==> src/logic/cdpc_pkg.sv <==
// Package of register map, field layout, keys and reset values for the clock control block
package cdpc_pkg;
    localparam logic [7:0] CDPC_OFS_CLOCK_DIVIDER_CONTROL = 8'h00;
    localparam logic [7:0] CDPC_OFS_OSCCTL = 8'h04;
    localparam logic [7:0] CDPC_OFS_REFCTL = 8'h08;
    localparam logic [7:0] CDPC_OFS_PWRCTL = 8'h0C;
    localparam logic [7:0] CDPC_OFS_STATUS = 8'h10;

    localparam int CDPC_ROI_BIT = 15;
    localparam int CDPC_DOZE_LSB = 12;
    localparam int CDPC_CPU_SLOWDOWN_ENABLE_BIT = 11;
    localparam int CDPC_FAST_RC_POSTSCALE_LSB = 8;
    localparam int CDPC_ACTIVE_SOURCE_SELECT_LSB = 12;
    localparam int CDPC_NOSC_LSB = 8;
    localparam int CDPC_LOCK_BIT = 5;
    localparam int CDPC_SWITCH_REQUEST_BIT = 0;
    localparam int CDPC_REFCLK_OUT_ENABLE_BIT = 15;
    localparam int CDPC_REFCLK_SLEEP_KEEP_BIT = 13;
    localparam int CDPC_REFCLK_SOURCE_SELECT_BIT = 12;
    localparam int CDPC_REFCLK_DIVIDER_LSB = 8;
    localparam int CDPC_IDLE_BIT = 0;
    localparam int CDPC_SLEEP_BIT = 1;
    localparam int CDPC_PRIMODE_BIT = 2;
    localparam int CDPC_WDTEN_BIT = 3;
    localparam int CDPC_FSCMEN_BIT = 4;

    localparam logic [2:0] CDPC_DOZE_RST = 3'h3;
    localparam logic [2:0] CDPC_FAST_RC_POSTSCALE_RST = 3'h1;
    localparam logic [2:0] CDPC_SRC_RST = 3'h7;

    localparam logic [7:0] CDPC_KEY_H1 = 8'h78;
    localparam logic [7:0] CDPC_KEY_H2 = 8'h9A;
    localparam logic [7:0] CDPC_KEY_L1 = 8'h46;
    localparam logic [7:0] CDPC_KEY_L2 = 8'h57;

    localparam logic [2:0] CDPC_SRC_FRC = 3'h7;
    localparam logic [2:0] CDPC_SRC_FRC500 = 3'h6;

    // Switch settle time in cycles, models oscillator start-up
    localparam logic [7:0] CDPC_SWITCH_CYCLES = 8'h10;

    typedef enum logic [1:0] {
        CDPC_RUN = 2'b00,
        CDPC_IDLE = 2'b01,
        CDPC_SLEEP = 2'b10
    } cdpc_pmode_t;
endpackage

==> src/logic/cdpc_divider.sv <==
// Power-of-two clock-enable divider used for doze and postscaler
`timescale 1ns/1ps
module cdpc_divider #(
    parameter int WIDTH = 16
) (
    input wire logic MCLK,
    input wire logic NRST,
    input wire logic run,
    input wire logic [WIDTH-1:0] mask,
    output logic tick,
    output logic level
);
    logic [WIDTH-1:0] count;

    if (WIDTH < 2) begin
        $error("cdpc_divider: WIDTH too small");
    end

    // A tick each time the low bits under mask wrap; mask 0 ticks every cycle
    assign tick = run && ((count & mask) == mask);

    always_ff @(posedge MCLK or negedge NRST) begin
        if (!NRST) begin
            count <= '0;
            level <= 1'b0;
        end else if (!run) begin
            count <= '0;
            level <= 1'b0;
        end else begin
            count <= count + 1'b1;
            if (tick) begin
                level <= ~level;
            end
        end
    end
endmodule

==> src/logic/cdpc_top.sv <==
// Clock divider, keyed oscillator switch, reference output and idle control with APB slave
//
// The implementer's own choices: the APB interface to the registers and the register addresses.
`timescale 1ns/1ps
module cdpc_top
    import cdpc_pkg::*;
#(
    parameter int DIV_WIDTH = 16
) (
    input wire logic MCLK,
    input wire logic NRST,
    input wire logic PSEL,
    input wire logic PENABLE,
    input wire logic PWRITE,
    input wire logic [7:0] PADDR,
    input wire logic [31:0] PWDATA,
    input wire logic [3:0] PSTRB,
    output logic [31:0] PRDATA,
    output logic PREADY,
    output logic PSLVERR,
    input wire logic IRQ_EVENT,
    input wire logic WDT_TIMEOUT,
    input wire logic PLL_LOCK,
    input wire logic PRI_OSC_CLK,
    output logic CPU_CLK_EN,
    output logic PERIPH_CLK_EN,
    output logic REFCLK_OUT_PIN,
    output logic REFCLK_OUT_OE,
    output logic PRI_OSC_ON,
    output logic LOW_POWER_INTERNAL_RC_ON,
    output logic WDT_CLEAR,
    output logic WAKE_TO_ISR
);
    logic interrupt_speed_restore;
    logic [2:0] doze_ratio;
    logic cpu_slowdown_enable;
    logic [2:0] fast_rc_postscale;
    logic [2:0] active_source_select;
    logic [2:0] next_source_select;
    logic switch_request;
    logic refclk_out_enable;
    logic refclk_sleep_keep;
    logic refclk_source_select;
    logic [3:0] refclk_divider;
    logic primary_mode;
    logic wdt_enable;
    logic clock_fail_monitor_enable;
    cdpc_pmode_t pmode;
    logic irq_held;
    logic [1:0] hkey;
    logic [1:0] lkey;
    logic [7:0] switch_count;
    logic [2:0] pri_sync;
    logic [1:0] irq_sync;
    logic [1:0] wdt_sync;
    logic [1:0] lock_sync;
    logic irq_prev;

    if (DIV_WIDTH < 8 || DIV_WIDTH > 30) begin
        $error("cdpc_top: DIV_WIDTH out of range");
    end

    function automatic logic [DIV_WIDTH-1:0] pow2_mask(input logic [4:0] shift);
        pow2_mask = DIV_WIDTH'((32'h1 << shift) - 32'h1);
    endfunction

    // Bus decode
    wire wr_access = PSEL && PENABLE && PWRITE;
    wire rd_access = PSEL && PENABLE && !PWRITE;
    wire addr_clock_divider_control = PADDR == CDPC_OFS_CLOCK_DIVIDER_CONTROL;
    wire addr_oscctl = PADDR == CDPC_OFS_OSCCTL;
    wire addr_refctl = PADDR == CDPC_OFS_REFCTL;
    wire addr_pwrctl = PADDR == CDPC_OFS_PWRCTL;
    wire addr_status = PADDR == CDPC_OFS_STATUS;
    wire addr_ok = addr_clock_divider_control || addr_oscctl || addr_refctl || addr_pwrctl || addr_status;
    wire wr_clock_divider_control = wr_access && addr_clock_divider_control;
    wire wr_osc_hi = wr_access && addr_oscctl && PSTRB[1];
    wire wr_osc_lo = wr_access && addr_oscctl && PSTRB[0];
    wire wr_refctl = wr_access && addr_refctl;
    wire wr_pwrctl = wr_access && addr_pwrctl;
    wire [7:0] wr_hi = PWDATA[15:8];
    wire [7:0] wr_lo = PWDATA[7:0];

    // Synchronised external events
    wire irq_level = irq_sync[1];
    wire irq_rise = irq_level && !irq_prev;
    wire wdt_timeout = wdt_sync[1];
    wire pll_lock = lock_sync[1];

    // Key state: 0 idle, 1 first key seen, 2 unlocked for one write
    wire hi_unlocked = hkey == 2'd2;
    wire lo_unlocked = lkey == 2'd2;
    wire accept_nosc = wr_osc_hi && hi_unlocked;
    wire accept_osc_lo = wr_osc_lo && lo_unlocked;
    wire switch_done = switch_request && (switch_count == CDPC_SWITCH_CYCLES) && pll_lock;

    // Idle and wake
    wire power_save_instruction_idle = wr_pwrctl && PWDATA[CDPC_IDLE_BIT];
    wire power_save_instruction_sleep = wr_pwrctl && PWDATA[CDPC_SLEEP_BIT];
    wire wake_event = irq_rise || irq_held || wdt_timeout;
    wire asleep = pmode == CDPC_SLEEP;

    always_ff @(posedge MCLK or negedge NRST) begin
        if (!NRST) begin
            irq_sync <= 2'b00;
            wdt_sync <= 2'b00;
            lock_sync <= 2'b00;
            irq_prev <= 1'b0;
        end else begin
            irq_sync <= {irq_sync[0], IRQ_EVENT};
            wdt_sync <= {wdt_sync[0], WDT_TIMEOUT};
            lock_sync <= {lock_sync[0], PLL_LOCK};
            irq_prev <= irq_level;
        end
    end

    // Divider register; the interrupt clear wins over a software write
    always_ff @(posedge MCLK or negedge NRST) begin
        if (!NRST) begin
            interrupt_speed_restore <= 1'b0;
            doze_ratio <= CDPC_DOZE_RST;
            cpu_slowdown_enable <= 1'b0;
            fast_rc_postscale <= CDPC_FAST_RC_POSTSCALE_RST;
        end else begin
            if (wr_clock_divider_control) begin
                interrupt_speed_restore <= PWDATA[CDPC_ROI_BIT];
                doze_ratio <= PWDATA[CDPC_DOZE_LSB +: 3];
                cpu_slowdown_enable <= PWDATA[CDPC_CPU_SLOWDOWN_ENABLE_BIT];
                fast_rc_postscale <= PWDATA[CDPC_FAST_RC_POSTSCALE_LSB +: 3];
            end
            if (irq_rise && interrupt_speed_restore) begin
                cpu_slowdown_enable <= 1'b0;
            end
        end
    end

    // Keyed unlock of both oscillator control bytes
    always_ff @(posedge MCLK or negedge NRST) begin
        if (!NRST) begin
            hkey <= 2'd0;
            lkey <= 2'd0;
        end else begin
            // Any bus write breaks a pending sequence: keys must be consecutive
            if (wr_access) begin
                hkey <= 2'd0;
                lkey <= 2'd0;
                if (wr_osc_hi && !wr_osc_lo) begin
                    if (hkey == 2'd0 && wr_hi == CDPC_KEY_H1) begin
                        hkey <= 2'd1;
                    end else if (hkey == 2'd1 && wr_hi == CDPC_KEY_H2) begin
                        hkey <= 2'd2;
                    end
                end
                if (wr_osc_lo && !wr_osc_hi) begin
                    if (lkey == 2'd0 && wr_lo == CDPC_KEY_L1) begin
                        lkey <= 2'd1;
                    end else if (lkey == 2'd1 && wr_lo == CDPC_KEY_L2) begin
                        lkey <= 2'd2;
                    end
                end
            end
        end
    end

    // Oscillator selection and switch
    always_ff @(posedge MCLK or negedge NRST) begin
        if (!NRST) begin
            active_source_select <= CDPC_SRC_RST;
            next_source_select <= CDPC_SRC_RST;
            switch_request <= 1'b0;
            switch_count <= 8'h00;
        end else begin
            // Writes outside the unlocked slot are dropped
            if (accept_nosc) begin
                next_source_select <= wr_hi[2:0];
            end
            if (switch_done) begin
                switch_request <= 1'b0;
                active_source_select <= next_source_select;
                switch_count <= 8'h00;
            end else if (switch_request) begin
                if (switch_count != CDPC_SWITCH_CYCLES) begin
                    switch_count <= switch_count + 8'h01;
                end
            end else if (accept_osc_lo && wr_lo[CDPC_SWITCH_REQUEST_BIT]) begin
                switch_request <= 1'b1;
                switch_count <= 8'h00;
            end
        end
    end

    // Reference output and power control registers
    always_ff @(posedge MCLK or negedge NRST) begin
        if (!NRST) begin
            refclk_out_enable <= 1'b0;
            refclk_sleep_keep <= 1'b0;
            refclk_source_select <= 1'b0;
            refclk_divider <= 4'h0;
            primary_mode <= 1'b0;
            wdt_enable <= 1'b0;
            clock_fail_monitor_enable <= 1'b0;
        end else begin
            if (wr_refctl) begin
                refclk_out_enable <= PWDATA[CDPC_REFCLK_OUT_ENABLE_BIT];
                refclk_sleep_keep <= PWDATA[CDPC_REFCLK_SLEEP_KEEP_BIT];
                refclk_source_select <= PWDATA[CDPC_REFCLK_SOURCE_SELECT_BIT];
                refclk_divider <= PWDATA[CDPC_REFCLK_DIVIDER_LSB +: 4];
            end
            if (wr_pwrctl) begin
                primary_mode <= PWDATA[CDPC_PRIMODE_BIT];
                wdt_enable <= PWDATA[CDPC_WDTEN_BIT];
                clock_fail_monitor_enable <= PWDATA[CDPC_FSCMEN_BIT];
            end
        end
    end

    // Power mode; an interrupt seen during entry is held and wakes right after
    always_ff @(posedge MCLK or negedge NRST) begin
        if (!NRST) begin
            pmode <= CDPC_RUN;
            irq_held <= 1'b0;
            WAKE_TO_ISR <= 1'b0;
        end else begin
            WAKE_TO_ISR <= 1'b0;
            unique case (pmode)
                CDPC_RUN: begin
                    if (power_save_instruction_sleep || power_save_instruction_idle) begin
                        pmode <= power_save_instruction_sleep ? CDPC_SLEEP : CDPC_IDLE;
                        irq_held <= irq_rise;
                    end
                end
                CDPC_IDLE, CDPC_SLEEP: begin
                    irq_held <= 1'b0;
                    if (wake_event) begin
                        pmode <= CDPC_RUN;
                        WAKE_TO_ISR <= irq_rise || irq_held;
                    end
                end
                default: begin
                    pmode <= CDPC_RUN;
                end
            endcase
        end
    end

    // Primary oscillator input, synchronised before the edge detector
    always_ff @(posedge MCLK or negedge NRST) begin
        if (!NRST) begin
            pri_sync <= 3'b000;
        end else begin
            pri_sync <= {pri_sync[1:0], PRI_OSC_CLK};
        end
    end
    wire pri_edge = pri_sync[1] && !pri_sync[2];

    // Doze divider: CPU ticks every 2^ratio peripheral cycles
    wire doze_run = (pmode == CDPC_RUN) && cpu_slowdown_enable;
    wire doze_tick;
    cdpc_divider #(.WIDTH(DIV_WIDTH)) u_doze (
        .MCLK(MCLK),
        .NRST(NRST),
        .run(doze_run),
        .mask(pow2_mask({2'b00, doze_ratio})),
        .tick(doze_tick),
        .level()
    );

    // Postscaler code 111 is divide-by-256, not 128
    wire [4:0] rc_shift = (fast_rc_postscale == 3'h7) ? 5'd8 : {2'b00, fast_rc_postscale};
    wire rc_source = (active_source_select == CDPC_SRC_FRC) ||
                     (active_source_select == CDPC_SRC_FRC500);
    wire sys_tick;
    cdpc_divider #(.WIDTH(DIV_WIDTH)) u_post (
        .MCLK(MCLK),
        .NRST(NRST),
        .run(rc_source && !asleep),
        .mask(rc_source ? pow2_mask(rc_shift) : '0),
        .tick(sys_tick),
        .level()
    );

    // Reference output, source chosen per select bit
    wire ref_src_tick = refclk_source_select ? pri_edge : sys_tick;
    wire ref_allowed = !asleep || (refclk_sleep_keep && refclk_source_select && primary_mode);
    logic [DIV_WIDTH-1:0] ref_count;
    logic ref_level;
    wire [DIV_WIDTH-1:0] ref_mask = pow2_mask({1'b0, refclk_divider});
    always_ff @(posedge MCLK or negedge NRST) begin
        if (!NRST) begin
            ref_count <= '0;
            ref_level <= 1'b0;
        end else if (!(refclk_out_enable && ref_allowed)) begin
            ref_count <= '0;
            ref_level <= 1'b0;
        end else if (ref_src_tick) begin
            ref_count <= ref_count + 1'b1;
            if ((ref_count & ref_mask) == ref_mask) begin
                ref_level <= ~ref_level;
            end
        end
    end

    assign REFCLK_OUT_PIN = ref_level;
    assign REFCLK_OUT_OE = refclk_out_enable && ref_allowed;
    assign PRI_OSC_ON = !asleep || refclk_source_select;
    assign LOW_POWER_INTERNAL_RC_ON = pmode == CDPC_RUN || wdt_enable || clock_fail_monitor_enable;
    assign WDT_CLEAR = power_save_instruction_idle;
    assign CPU_CLK_EN = (pmode == CDPC_RUN) && (!cpu_slowdown_enable || doze_tick);
    assign PERIPH_CLK_EN = !asleep;

    // APB read mux
    wire [31:0] rd_clock_divider_control = {16'h0000, interrupt_speed_restore, doze_ratio,
                             cpu_slowdown_enable, fast_rc_postscale, 8'h00};
    wire [31:0] rd_oscctl = {17'h00000, active_source_select, 1'b0, next_source_select,
                             2'b00, pll_lock, 4'h0, switch_request};
    wire [31:0] rd_refctl = {16'h0000, refclk_out_enable, 1'b0, refclk_sleep_keep,
                             refclk_source_select, refclk_divider, 8'h00};
    wire [31:0] rd_pwrctl = {27'h0000000, clock_fail_monitor_enable, wdt_enable, primary_mode, 2'b00};
    wire [31:0] rd_status = {29'h00000000, irq_held, pmode};
    wire [31:0] rd_mux = addr_clock_divider_control ? rd_clock_divider_control :
                         addr_oscctl ? rd_oscctl :
                         addr_refctl ? rd_refctl :
                         addr_pwrctl ? rd_pwrctl :
                         addr_status ? rd_status : 32'h00000000;

    always_ff @(posedge MCLK or negedge NRST) begin
        if (!NRST) begin
            PRDATA <= 32'h00000000;
        end else if (PSEL && !PENABLE && !PWRITE) begin
            PRDATA <= rd_mux;
        end
    end

    assign PREADY = 1'b1;
    assign PSLVERR = PSEL && PENABLE && !addr_ok;
endmodule

==> config.mk <==
export PLATFORM = sky130hd
export DESIGN_NAME = cdpc_top
export DESIGN_NICKNAME = d
export VERILOG_FILES = /design/src/logic/cdpc_pkg.sv /design/src/logic/cdpc_divider.sv /design/src/logic/cdpc_top.sv
export SDC_FILE = /design/constraint.sdc
export NUM_CORES = 1
export LEC_CHECK = 0
export BUFFER_PORTS_ARGS = -buffer_cell sky130_fd_sc_hd__buf_2
export CORE_MARGIN = 10
export CORE_UTILIZATION = 50
export CTS_BUF_LIST = sky130_fd_sc_hd__clkbuf_2 sky130_fd_sc_hd__clkbuf_4 sky130_fd_sc_hd__clkbuf_8
export CTS_CLUSTER_SIZE = 25
export DETAILED_ROUTE_END_ITERATION = 8
export PLACE_DENSITY = 0.75
export REMOVE_ABC_BUFFERS = 1
export SLEW_MARGIN = 20
export SYNTH_ARGS = -nofsm -noshare
export SYNTH_HDL_FRONTEND = slang
export SYNTH_SLANG_ARGS = --single-unit
==> constraint.sdc <==
create_clock -name MCLK -period 3.31 [get_ports MCLK]
set_input_delay 0.331 -clock MCLK [delete_from_list [all_inputs] [get_ports MCLK]]
set_output_delay 0.331 -clock MCLK [all_outputs]
set_load 0.02 [all_outputs]
# Word level (Yosys, flattened, before mapping)

Cells that the tools add are included.

Register bits after elaboration: 132
Output and inout bits: 42
Logic and storage cells: 178
Input bits: 53

Multiplexer cells: 38
Bitwise operators: 4
Equality and inequality tests: 27
Reductions and logical operators: 69
Shift operators: 3
Add/sub/neg operators: 7

Operators by type and width:

| kind                    | number |
|---|---|
| $mux W16                | 8 |
| $add A16 B1 Y16 const B | 3 |
| $and A16 B16 Y16        | 3 |
| $eq A16 B16 Y1          | 3 |
| $sub A16 B1 Y16 const B | 3 |
| $logic_and A1 B1 Y1     | 35 |
| $mux W8                 | 4 |
| $shl A1 B4 Y16 const A  | 2 |
| $eq A8 B7 Y1 const B    | 3 |
| $mux W2                 | 9 |
| $eq A8 B4 Y1 const B    | 2 |
| $eq A8 B5 Y1 const B    | 2 |
| $shl A1 B3 Y16 const A  | 1 |
| $logic_or A1 B1 Y1      | 13 |
| $mux W1                 | 12 |
| $eq A3 B3 Y1 const B    | 3 |
| $logic_not A1 Y1        | 9 |
| $add A8 B1 Y8 const B   | 1 |
| $eq A8 B3 Y1 const B    | 1 |
| $eq A8 B8 Y1 const B    | 1 |
| $logic_not A8 Y1        | 1 |
| $ne A8 B5 Y1 const B    | 1 |
| $reduce_and A2 Y1       | 4 |
| $eq A2 B1 Y1 const B    | 3 |
| other kinds (14)        | 21 |

# Logic depth before layout (Yosys ltp)

Gate-level depths: netlist of run 1.

Depth after elaboration: 11
Depth in mapped cells: 11
Gate-level depth less buffers: 9

# Modules after synthesis

A second synthesis of run 1 with hierarchy kept.

Cells, all modules: 643
Area, all modules: 6294.8 sq um

Modules (own cells, without submodules):

| module       | sequential area each (sq um) | instances | cells each | area each (sq um) |
|---|---|---|---|---|
| cdpc_top     | 2038.2                       | 1         | 445        | 4305.4 |
| cdpc_divider | 425.4                        | 2         | 99         | 994.7 |

# Worst setup path before layout of run 1

Ideal clock, no wire load.

Path kind: register to register
Start point: register refclk_divider[2]
End point: register ref_level, in the netlist REFCLK_OUT_PIN
Data arrival time: 2.247 ns
Slack: 0.997 ns
Buffers on the path: 2
Library setup time: 0.066 ns
Stages on the path, launching flop included: 12
Period minus slack after synthesis: 2.313 ns
Cells stage by stage: dfrtp_1 clkbuf_1 nor2_1 nand3b_1 ha_1 clkbuf_1 nand2b_1 a21oi_1 a2111oi_0 o211ai_1 or4_1 nand2_1

Cells in the longest elaborated chain, start to end: 6

RTL lines:

| what                                   | line            | source |
|---|---|---|
| start: declaration                     | cdpc_top.sv:44  | `logic [3:0] refclk_divider;` |
| start signal: assignment               | cdpc_top.sv:207 | `refclk_divider <= PWDATA[CDPC_REFCLK_DIVIDER_LSB +: 4];` |
| $shl A1 B4 Y16 (*)                     | cdpc_top.sv:64  | `pow2_mask = DIV_WIDTH'((32'h1 << shift) - 32'h1);` |
| $sub A16 B1 Y16 (*)                    | cdpc_top.sv:64  |  |
| $and A16 B16 Y16                       | cdpc_top.sv:297 | `if ((ref_count & ref_mask) == ref_mask) begin` |
| $eq A16 B16 Y1 (*)                     | cdpc_top.sv:297 |  |
| $ne A2 B1 Y1 (no source line) (*)      | --              |  |
| $reduce_and A2 Y1 (no source line) (*) | --              |  |
| end signal: assignment                 | cdpc_top.sv:298 | `ref_level <= ~ref_level;` |
| end: declaration                       | cdpc_top.sv:286 | `logic ref_level;` |

Every way passes the cells marked *; elsewhere a longest branch is shown, timed or not.
A chain may end at the register's enable or synchronous reset.

# Final worst setup path of run 1

Start point: register pmode[0]
End point: register ref_count[9]

Cells in the longest elaborated chain, start to end: 6
Elaborated cells between the ends (all ways): 9
Those cells by class: 2 x eq/ne; 2 x mux; 5 x reduce/logical

RTL lines:

| what                          | line                             | source |
|---|---|---|
| start: declaration            | cdpc_top.sv:48                   | `cdpc_pmode_t pmode;` |
| start signal: assignment      | cdpc_top.sv:228                  | `pmode <= power_save_instruction_sleep ? CDPC_SLEEP : CDPC_IDLE;` |
| $eq A2 B2 Y1 (*)              | cdpc_top.sv:101                  | `wire asleep = pmode == CDPC_SLEEP;` |
| $logic_not A1 Y1 (*)          | cdpc_top.sv:276, cdpc_top.sv:284 |  |
| $logic_and A1 B1 Y1           | cdpc_top.sv:276                  | `.run(rc_source && !asleep),` |
| $logic_and A1 B1 Y1           | cdpc_divider.sv:20               | `assign tick = run && ((count & mask) == mask);` |
| $mux W1                       | cdpc_top.sv:283                  | `wire ref_src_tick = refclk_source_select ? pri_edge : sys_tick;` |
| $ne A2 B1 Y1 (no source line) | --                               |  |
| end signal: assignment        | cdpc_top.sv:296                  | `ref_count <= ref_count + 1'b1;` |
| end: declaration              | cdpc_top.sv:285                  | `logic [DIV_WIDTH-1:0] ref_count;` |

Marked as above.

==> results of run 1 <==
==> flip-flops by register name (all words and copies together), names as in the netlist, 2 cells and up <==
signal                cells
PRDATA                   14
hkey                      2
doze_ratio                3
pmode                     2
irq_sync                  2
fast_rc_postscale         3
switch_count              8
pri_sync                  3
lkey                      2
ref_count                15
u_post.count              8
active_source_select      3
lock_sync                 2
refclk_divider            4
next_source_select        3
wdt_sync                  2
u_doze.count             16
==> metal layers <==
metal	vias to the layer above	GRT usage, %	wire length (µm)
li1	2019	-	-
met1	2116	19.9	5530
met2	121	25.8	5900
met3	12	3.40	757
met4	0	6.44	152
met5	-	0	0
==> synth_stat cells, drive strengths merged, types with 9 or more instances <==
| cell | count | area share (%) |
|---|---|---|
| a21oi | 19 | 1.7 |
| dfrtp | 96 | 44 |
| nand3 | 21 | 1.9 |
| nand2 | 51 | 3.5 |
| inv | 14 | 0.96 |
| dfstp | 9 | 4.3 |
| clkbuf | 12 | 0.82 |
| and3 | 14 | 1.6 |
| xor2 | 21 | 3.4 |
| o21ai | 41 | 3.8 |
| ha | 9 | 2.1 |
| nand2b | 10 | 1.1 |
| or3 | 10 | 1.1 |
| mux2 | 23 | 4.8 |
| nor2 | 60 | 4.1 |
| buf | 26 | 3.4 |
==> worst paths after layout <==
kind                                              from                                   to  slack [ns]
worst max-delay path              pmode[0]$_DFFE_PN0P_             ref_count[9]$_DFFE_PN0P_        0.51
worst min-delay path                         IRQ_EVENT                irq_sync[0]$_DFF_PN0_        0.05
worst max register to register    pmode[0]$_DFFE_PN0P_             ref_count[9]$_DFFE_PN0P_        0.51
worst min register to register  lock_sync[0]$_DFF_PN0_               lock_sync[1]$_DFF_PN0_        0.36
max in group asynchronous                         NRST  active_source_select[0]$_DFFE_PN1P_        2.37
min in group asynchronous                         NRST            u_doze.count[5]$_DFF_PN0_        0.09
==> kinds of logic after synthesis <==
logic type                 after synthesis  share of synthesized area [%]
AOI/OAI and AO/OA                      108                           12.9
other                                    2                          0.137
buffers and inverters                   52                           5.17
xor gates and xnor gates                29                           4.64
and+or+nand+nor                        221                           21.5
DFF                                    105                           48.2
adders and majority gates                9                           2.06
muxes                                   26                           5.35
==> cells in the final DEF (no fill, tap or decap), drive strengths merged, types with 19 or more instances in the layout <==
master	Yosys	routed
nor2	60	60
o21ai	41	41
buf	26	61
a21oi	19	19
mux2	23	23
xor2	21	21
nand3	21	21
nand2	51	51
dfrtp	96	96
conb	2	19
==> stage by stage <==
stage | power, mW | setup WS, ns | std cells
after floorplan | 1.49 | 0.859 | 531
after global placement | 1.59 | 0.641 | 732
after detailed placement | 1.60 | 0.566 | 732
after CTS | 2.40 | 0.536 | 748
after global routing | 2.49 | 0.352 | 748
final | 2.39 | 0.512 | 750
==> layout make-up <==
class | instances | share of cell area [%]
diodes | 2 | 0.0834
repair buffers | 61 | 5.29
clock inverters | 5 | 0.938
inverters | 14 | 0.875
multi-input cells | 412 | 43.5
well taps | 140 | 2.92
flip-flops and latches | 105 | 44.0
clock buffers | 11 | 2.42
==> power breakdown <==
part           switching (mW)  internal [mW]  total, mW
registers              0.0240           1.31       1.33
clock network           0.433          0.378      0.811
logic                   0.165         0.0812      0.246
total                   0.621           1.77       2.39
==> worst max-delay path: stages (launching register included) <==
cell	delay [ns]
dfrtp_1	0.45
inv_1	0.11
ha_1	0.25
nand3b_1	0.38
or2_2	0.41
a2111oi_4	0.18
buf_4	0.23
o2111ai_1	0.20
or3_1	0.36
a21oi_1	0.15
==> flow_metrics.tcl, run 1 <==
set metrics [dict create \
    ys_ff_latch 105 \
    detail_route.wl_per_cell_um 16.5 \
    drt_first_pass_iters 5 \
    grt_usage_pct 15.8 \
    setup_violations 0 \
    cts.htree.levels 3 \
    finalHoldViolations 0 \
    hold_ws_ns 0.0549 \
    min_path_type "in -> reg" \
    ys.flop_type "dfrtp_1" \
    clock_skew_ns 0.00838 \
    die_w_um 125 \
    antenna_found_initial 2 \
    overflow 0 \
    dpl.hpwl_mm 9.23 \
    synth_cell_types 65 \
    cts_tree "built" \
    synth_cells 552 \
    nNetsFinal 665 \
    clkTransAtPathRegs_ns 0.10 \
    syn_to_final_growth_pct 9.74 \
    final.setup.tns_ns 0 \
    p_leak_nw 2.66 \
    die-height_um 125 \
    timing.slew.headroom_pct 36.7 \
    power_per_cell_area_nw_per_um2 398 \
    design_area_um2 6000 \
    hold_depth 1 \
    numCtsBuffers 9 \
    pin_count 95 \
    async_flop_share_pct 100 \
    place.gp.congestion 0.861 \
    synth.avg_cell_area_um2 9.91 \
    finalCriticalPeriod_ns 2.80 \
    insertion_delay_ns 0.37 \
    vias_per_cell 5.69 \
    finalCritPeriodShare_pct 84.5 \
    seqCellArea_um2 2640 \
    fin_util_pct 55.6 \
    max-clock-path-buffers 2 \
    rsz0062_at_grt "no" \
    reg2reg_depth 9 \
    post-cts-setup-buffers 0 \
    initial_core_util_pct 50.7 \
    crit_fanout 13 \
    synth_edf_count 0 \
    die_area_um2 15500 \
    ant_nets 0 \
    grt_pass1_wl_mm 20.7 \
    drt-total-wl_mm 12.3 \
    synth_warnings 0 \
    drive_gt1_share_pct 19.6 \
    syn_area_um2 5470 \
    drv_cap 0 \
    cts-root-buf "clkbuf_8" \
    peakVddDrop_uv 228 \
    grt_max_degree 79 \
    multi_input_area_um2 2610 \
    max_freq_ghz 0.357 \
    clkSinkCount 105 \
    cp.required_ns 3.61 \
    grt_pass1_vias 4288 \
    drtIter0Drc 391 \
    crit_type "reg -> reg" \
    placed_cell_area_um2 5800 \
    outcome "complete, no violations" \
    cp-start-kind "flip-flop" \
    num_vias 4268 \
    n_fill_cell 960 \
    arrival_ns 3.09 \
    cp-end-kind "flip-flop" \
    cts_hold_buffers 0 \
    portBuffers 57 \
    slew_viol_final 0 \
    worst-slew-pin-transition_ns 0.949 \
    yosysSeqAreaShare_pct 48.2 \
    coreArea_um2 10800 \
    rows 38 \
    post_cts_resized 0 \
    drc 0 \
]
Note: power is estimated with default switching activity, not from simulation.
==> inputs of run 2 (changes only) <==
- ABC_AREA: default -> 1
- clock period: 3.31 -> 2.64 ns (I/O delays scaled with it)
==> run 2 against run 1 <==
Area after synthesis up 3.0%. Critical endpoint is now CPU_CLK_EN. Clock power up 23%. Largest cell class unchanged. Count of clock-buffer cells in the layout up 1. Wire length up 9.9%.
==> flow_metrics.tcl, run 2 <==
set metrics [dict create \
    coreArea_um2 10900 \
    clockPowerShare_pct 32.8 \
    nNetsFinal 847 \
    crit_fanout 4 \
    power.net_switching_mw 0.846 \
    grt_use_met3_pct 5.08 \
    syn_area_um2 5630 \
    portBuffers 57 \
    worstReg2RegEnd "REFCLK_OUT_PIN$_DFFE_PN0P_" \
    slowest_stage "dfstp_2" \
    cp.required_ns 2.38 \
    p_comb_share_pct 11.9 \
    grtUsageMet1_pct 21.7 \
    drtIter0Drc 327 \
    post-synth-top-area-fraction_pct 42.6 \
    power_per_cell_area_nw_per_um2 483 \
    clkTransAtPathRegs_ns 0.11 \
    grt_pass1_wl_mm 22.9 \
    die_area_um2 15900 \
    grt_usage_pct 17.2 \
    max-clock-path-buffers 2 \
    reg2reg_depth 12 \
    dpl.hpwl_mm 10.4 \
    synth_common_cells "163 x nand2_1, 99 x inv_1, 96 x dfrtp_1" \
    rrSetupSlack_ns 0.53 \
    ant_nets 0 \
    synth_cell_types 43 \
    syn_to_final_growth_pct 11.5 \
    drv_cap 0 \
    clock_skew_ns 0.0190 \
    drive_gt1_share_pct 15.9 \
    slew_viol_final 0 \
    peakVddDrop_uv 447 \
    synth_warnings 0 \
    layout_common_cells "163 x nand2_1, 99 x inv_1, 96 x dfrtp_1" \
    antenna_found_initial 0 \
    startpoint "doze_ratio[1]$_DFFE_PN1P_" \
    endpoint "CPU_CLK_EN" \
    vias_per_cell 5.31 \
    insertion_delay_ns 0.40 \
    grtUsageMet2_pct 27.7 \
    r2r_start "refclk_divider[3]$_DFFE_PN0P_" \
    min_path_type "in -> reg" \
    internal-power_mw 2.19 \
    overflow 0 \
    num_vias 4937 \
    worst-slew-pin-transition_ns 0.610 \
    timing.slew.headroom_pct 59.0 \
    crit_chain "inv_1 -> nor3_2 -> inv_1 -> ha_1 -> o22ai_1 -> a21oi_1 -> o211ai_1 -> a21oi_1 -> buf_4" \
    reg.largest.list "u_doze.count: 16 flops, ref_count: 15 flops, PRDATA: 14 flops" \
    synth.avg_cell_area_um2 7.86 \
    place.gp.congestion 0.885 \
    grt_pass1_vias 4795 \
    detail_route.wl_per_cell_um 14.6 \
    arrival_ns 2.20 \
    drc 0 \
    clkSinkCount 105 \
    outcome "complete, no violations" \
    hold_ws_ns 0.0903 \
    initial_core_util_pct 51.5 \
    antenna_cells 0 \
    placed_cell_area_um2 6030 \
    cts-root-buf "clkbuf_8" \
    cp_slowest_stage_delay_ns 0.57 \
    max_freq_ghz 0.405 \
    grt.busiest_layer "met2" \
    design_area_um2 6280 \
    cts_tree "built" \
    synth_top_area_cell "dfrtp_1" \
    grt_max_degree 45 \
    final_common_cell "nand2_1" \
    post-cts-setup-buffers 0 \
    pin_count 95 \
    finalHoldViolations 0 \
    cts.htree.levels 3 \
    setup_violations 0 \
    rows 38 \
    synth_area_leaders "dfrtp_1 43%, nand2_1 11%, inv_1 6.6%" \
    synth_cells 717 \
    cp-end-kind "primary output" \
    top_register "u_doze.count" \
    largest_reg_flops 16 \
    swShare_pct 27.9 \
    ys.flop_type "dfrtp_1" \
    finalCriticalPeriod_ns 2.47 \
    die-height_um 126 \
    yosysSeqAreaShare_pct 46.8 \
    crit_type "reg -> out" \
    p_leak_nw 2.91 \
    synth_most_common_cell "nand2_1" \
    die_w_um 126 \
    synth_edf_count 0 \
    async_flop_share_pct 100 \
    numCtsBuffers 9 \
    p_seq_share_pct 55.3 \
    cp-start-kind "flip-flop" \
    ys_ff_latch 105 \
    drt_first_pass_iters 5 \
    drt-total-wl_mm 13.6 \
    finalCritPeriodShare_pct 93.5 \
]
## run 2: worst max-delay path, delay by kind of cell, from the launching register on
family / cells / cell delay, ns
flops: 1 / 0.57
compound gates: 4 / 0.48
buf+inv: 3 / 0.30
fa+ha+maj: 1 / 0.27
simple gates: 1 / 0.19
## run 2: routing by layer
layer | wire, µm | up-vias
met5 | 0 | -
met4 | 175 | 0
li1 | - | 2444
met2 | 6460 | 121
met3 | 829 | 17
met1 | 6100 | 2355
## run 2: cell families (layout without fill, tap and decap cells)
family / after synthesis / count (layout) / synth area share [%]
buffers and inverters: 136 / 192 / 10.5
AOI/OAI and AO/OA: 129 / 129 / 12.7
xor gates and xnor gates: 6 / 6 / 0.933
other: 2 / 19 / 0.133
and+or+nand+nor: 329 / 329 / 26.7
muxes: 1 / 1 / 0.200
DFF: 105 / 105 / 46.8
adders and majority gates: 9 / 9 / 2.00
## run 2: area by class of cell
| class | instances | area, µm² |
|---|---|---|
| Fill cell | 1009 | 4650 |
| Sequential cell | 105 | 2640 |
| Multi-Input combinational cell | 493 | 2470 |
| Inverter | 109 | 409 |
| Timing Repair Buffer | 67 | 390 |
| Tap cell | 140 | 175 |
| Clock buffer | 12 | 159 |
| Clock inverter | 4 | 36.3 |
## run 2: repair_timing
action                                 in CTS  in global routing
hold buffers                                5                  0
setup endpoints to repair                   0                  1
resized for setup                           0                  2
endpoints found under the hold margin      32                  0
## run 2: worst min-delay path by stage
| stage | start | end | slack, ns | depth (start not counted) |
|---|---|---|---|---|
| floorplan | NRST | PRDATA[0]$_DFFE_PN0P_ | -0.03 | 0 |
| global placement | NRST | PRDATA[5]$_DFFE_PN0P_ | 0.25 | 1 |
| detailed placement | NRST | PRDATA[5]$_DFFE_PN0P_ | 0.26 | 1 |
| CTS | PSTRB[1] | lkey[0]$_DFFE_PN0P_ | 0.09 | 2 |
| global route | PSTRB[1] | lkey[0]$_DFFE_PN0P_ | 0.09 | 2 |
| finish | PSTRB[1] | lkey[0]$_DFFE_PN0P_ | 0.09 | 2 |
## run 2: power groups by stage
stage / combinational (mW) / sequential (mW) / clock [mW]
after floorplan: 0.188 / 1.72 / 0
after global placement: 0.341 / 1.71 / 0
after detailed placement: 0.353 / 1.71 / 0
after CTS: 0.359 / 1.68 / 1.03
after global routing: 0.409 / 1.68 / 1.08
final: 0.361 / 1.68 / 0.994
## run 2: per-stage QoR
| step | setup slack [ns] | util, % | instances | setup TNS (ns) | total power [mW] |
|---|---|---|---|---|---|
| floorplan | 0.475 | - | 707 | 0 | 1.91 |
| CTS | 0.110 | 57.4 | 930 | 0 | 3.06 |
| detailed placement | 0.557 | 55.1 | 909 | 0 | 2.06 |
| finish | 0.173 | 57.4 | 930 | 0 | 3.03 |
| global route | -0.0162 | 57.4 | 930 | -0.0162 | 3.17 |
| global placement | 0.578 | 55.1 | 909 | 0 | 2.05 |
==> inputs of run 3 (changes only) <==
- RECOVER_POWER: default -> 25
==> run 3 against run 2 <==
Count of clock-buffer cells in the layout unchanged. Sequential power about the same. Flip-flop and latch count unchanged. Maximum frequency about the same. Cell area decreased by 0.28%. Clock skew decreased by 0.0016 ns.
==> flow_metrics.tcl, run 3 (synthesis results as in run 2) <==
set metrics [dict create \
    finalCritPeriodShare_pct 93.4 \
    crit_type "reg -> out" \
    cp-start-kind "flip-flop" \
    cp-end-kind "primary output" \
    drc 0 \
    detail_route.wl_per_cell_um 14.6 \
    die-height_um 126 \
    hold_ws_ns 0.0913 \
    insertion_delay_ns 0.40 \
    max_freq_ghz 0.405 \
    setup_violations 0 \
    cts_tree "built" \
    vias_per_cell 5.32 \
    grt_pass1_vias 4795 \
    drt-total-wl_mm 13.6 \
    die_area_um2 15900 \
    place.gp.congestion 0.885 \
    layout_common_cells "163 x nand2_1, 99 x inv_1, 96 x dfrtp_1" \
    multi_input_area_um2 2470 \
    grt_pass1_wl_mm 22.9 \
    initial_core_util_pct 51.5 \
    finalHoldViolations 0 \
    grt_max_degree 45 \
    overflow 0 \
    drv_cap 0 \
    final_common_cell "nand2_1" \
    max-clock-path-buffers 2 \
    drive_gt1_share_pct 15.9 \
    antenna_cells 0 \
    worst-slew-pin-transition_ns 1.11 \
    finalCriticalPeriod_ns 2.47 \
    reg.largest.list "u_doze.count: 16 flops, ref_count: 15 flops, PRDATA: 14 flops" \
    cp.required_ns 2.38 \
    min_path_type "in -> reg" \
    clkSinkCount 105 \
    clock_skew_ns 0.0173 \
    drtIter0Drc 342 \
    syn_to_final_growth_pct 11.2 \
    grt_usage_pct 17.2 \
    top_register "u_doze.count" \
    finalPower_mw 3.03 \
    nNetsFinal 847 \
    portBuffers 57 \
    dpl.hpwl_mm 10.4 \
    numCtsBuffers 9 \
    pin_count 95 \
    timing.slew.headroom_pct 25.7 \
    largest_reg_flops 16 \
    coreArea_um2 10900 \
    slew_viol_final 0 \
    final.setup.tns_ns 0 \
    peakVddDrop_uv 448 \
    clkTransAtPathRegs_ns 0.11 \
    rows 38 \
    drt_first_pass_iters 5 \
    die_w_um 126 \
    p_leak_nw 2.90 \
    ant_nets 0 \
    outcome "complete, no violations" \
    n_fill_cell 1012 \
    crit_fanout 4 \
    cts.htree.levels 3 \
    num_vias 4950 \
    seqCellArea_um2 2640 \
    arrival_ns 2.20 \
    antenna_found_initial 0 \
    cts-root-buf "clkbuf_8" \
    power_per_cell_area_nw_per_um2 483 \
]
==> run 3: per-stage QoR <==
step	utilization, %	instance area (µm²)	instances	setup slack (ns)
finish	57.3	6260	930	0.174
global route	57.3	6260	930	-0.0162
CTS	57.4	6270	930	0.110
detailed placement	55.1	6030	909	0.557
global placement	55.1	6030	909	0.578
floorplan	-	5520	707	0.475
==> run 3: cell type report <==
class	count	share of cell area, %
Clock buffer	12	2.54
Inverter	109	6.53
Sequential cell	105	42.1
Timing Repair Buffer	67	5.95
Multi-Input combinational cell	493	39.5
Clock inverter	4	0.579
Tap cell	140	2.80
==> run 3: path summary, 6_finish.rpt <==
path	start	to	slack (ns)	cells after the start
max	doze_ratio[1]$_DFFE_PN1P_	CPU_CLK_EN	0.17	9
min	PSTRB[1]	lkey[0]$_DFFE_PN0P_	0.09	2
max in group asynchronous	NRST	PRDATA[11]$_DFFE_PN0P_	0.53	3
min in group asynchronous	NRST	refclk_divider[1]$_DFFE_PN0P_	0.51	2
max reg2reg	refclk_divider[3]$_DFFE_PN0P_	REFCLK_OUT_PIN$_DFFE_PN0P_	0.52	12
min reg2reg	wdt_sync[0]$_DFF_PN0_	wdt_sync[1]$_DFF_PN0_	0.36	0
==> run 3: critical path, stage by stage, from the launching register on <==
cell and delay [ns]:
dfstp_2 0.57, inv_1 0.08, nor3_2 0.19, inv_1 0.06
ha_1 0.27, o22ai_1 0.07, a21oi_1 0.16, o211ai_1 0.11
a21oi_1 0.14, buf_4 0.16
==> run 3: per-layer routing <==
layer / vias to the layer above / global-route usage (%) / part of all wire [%] / wire (µm)
met5: - / 0 / 0 / 0
met4: 0 / 5.29 / 1.3 / 177
met3: 17 / 5.08 / 6.3 / 850
met2: 126 / 27.7 / 48 / 6470
met1: 2366 / 21.7 / 45 / 6060
li1: 2441 / - / - / -
==> run 3: timing repair <==
action / CTS / global route
hold endpoints to repair: 32 / 0
hold buffers: 5 / 0
endpoints found under the setup margin: 0 / 1
resized for setup: 0 / 2
buffers inserted: 0 / 0
==> run 3: power breakdown <==
part           switching (mW)  internal (mW)
Combinational           0.243          0.114
Clock                   0.575          0.417
Sequential             0.0258           1.65
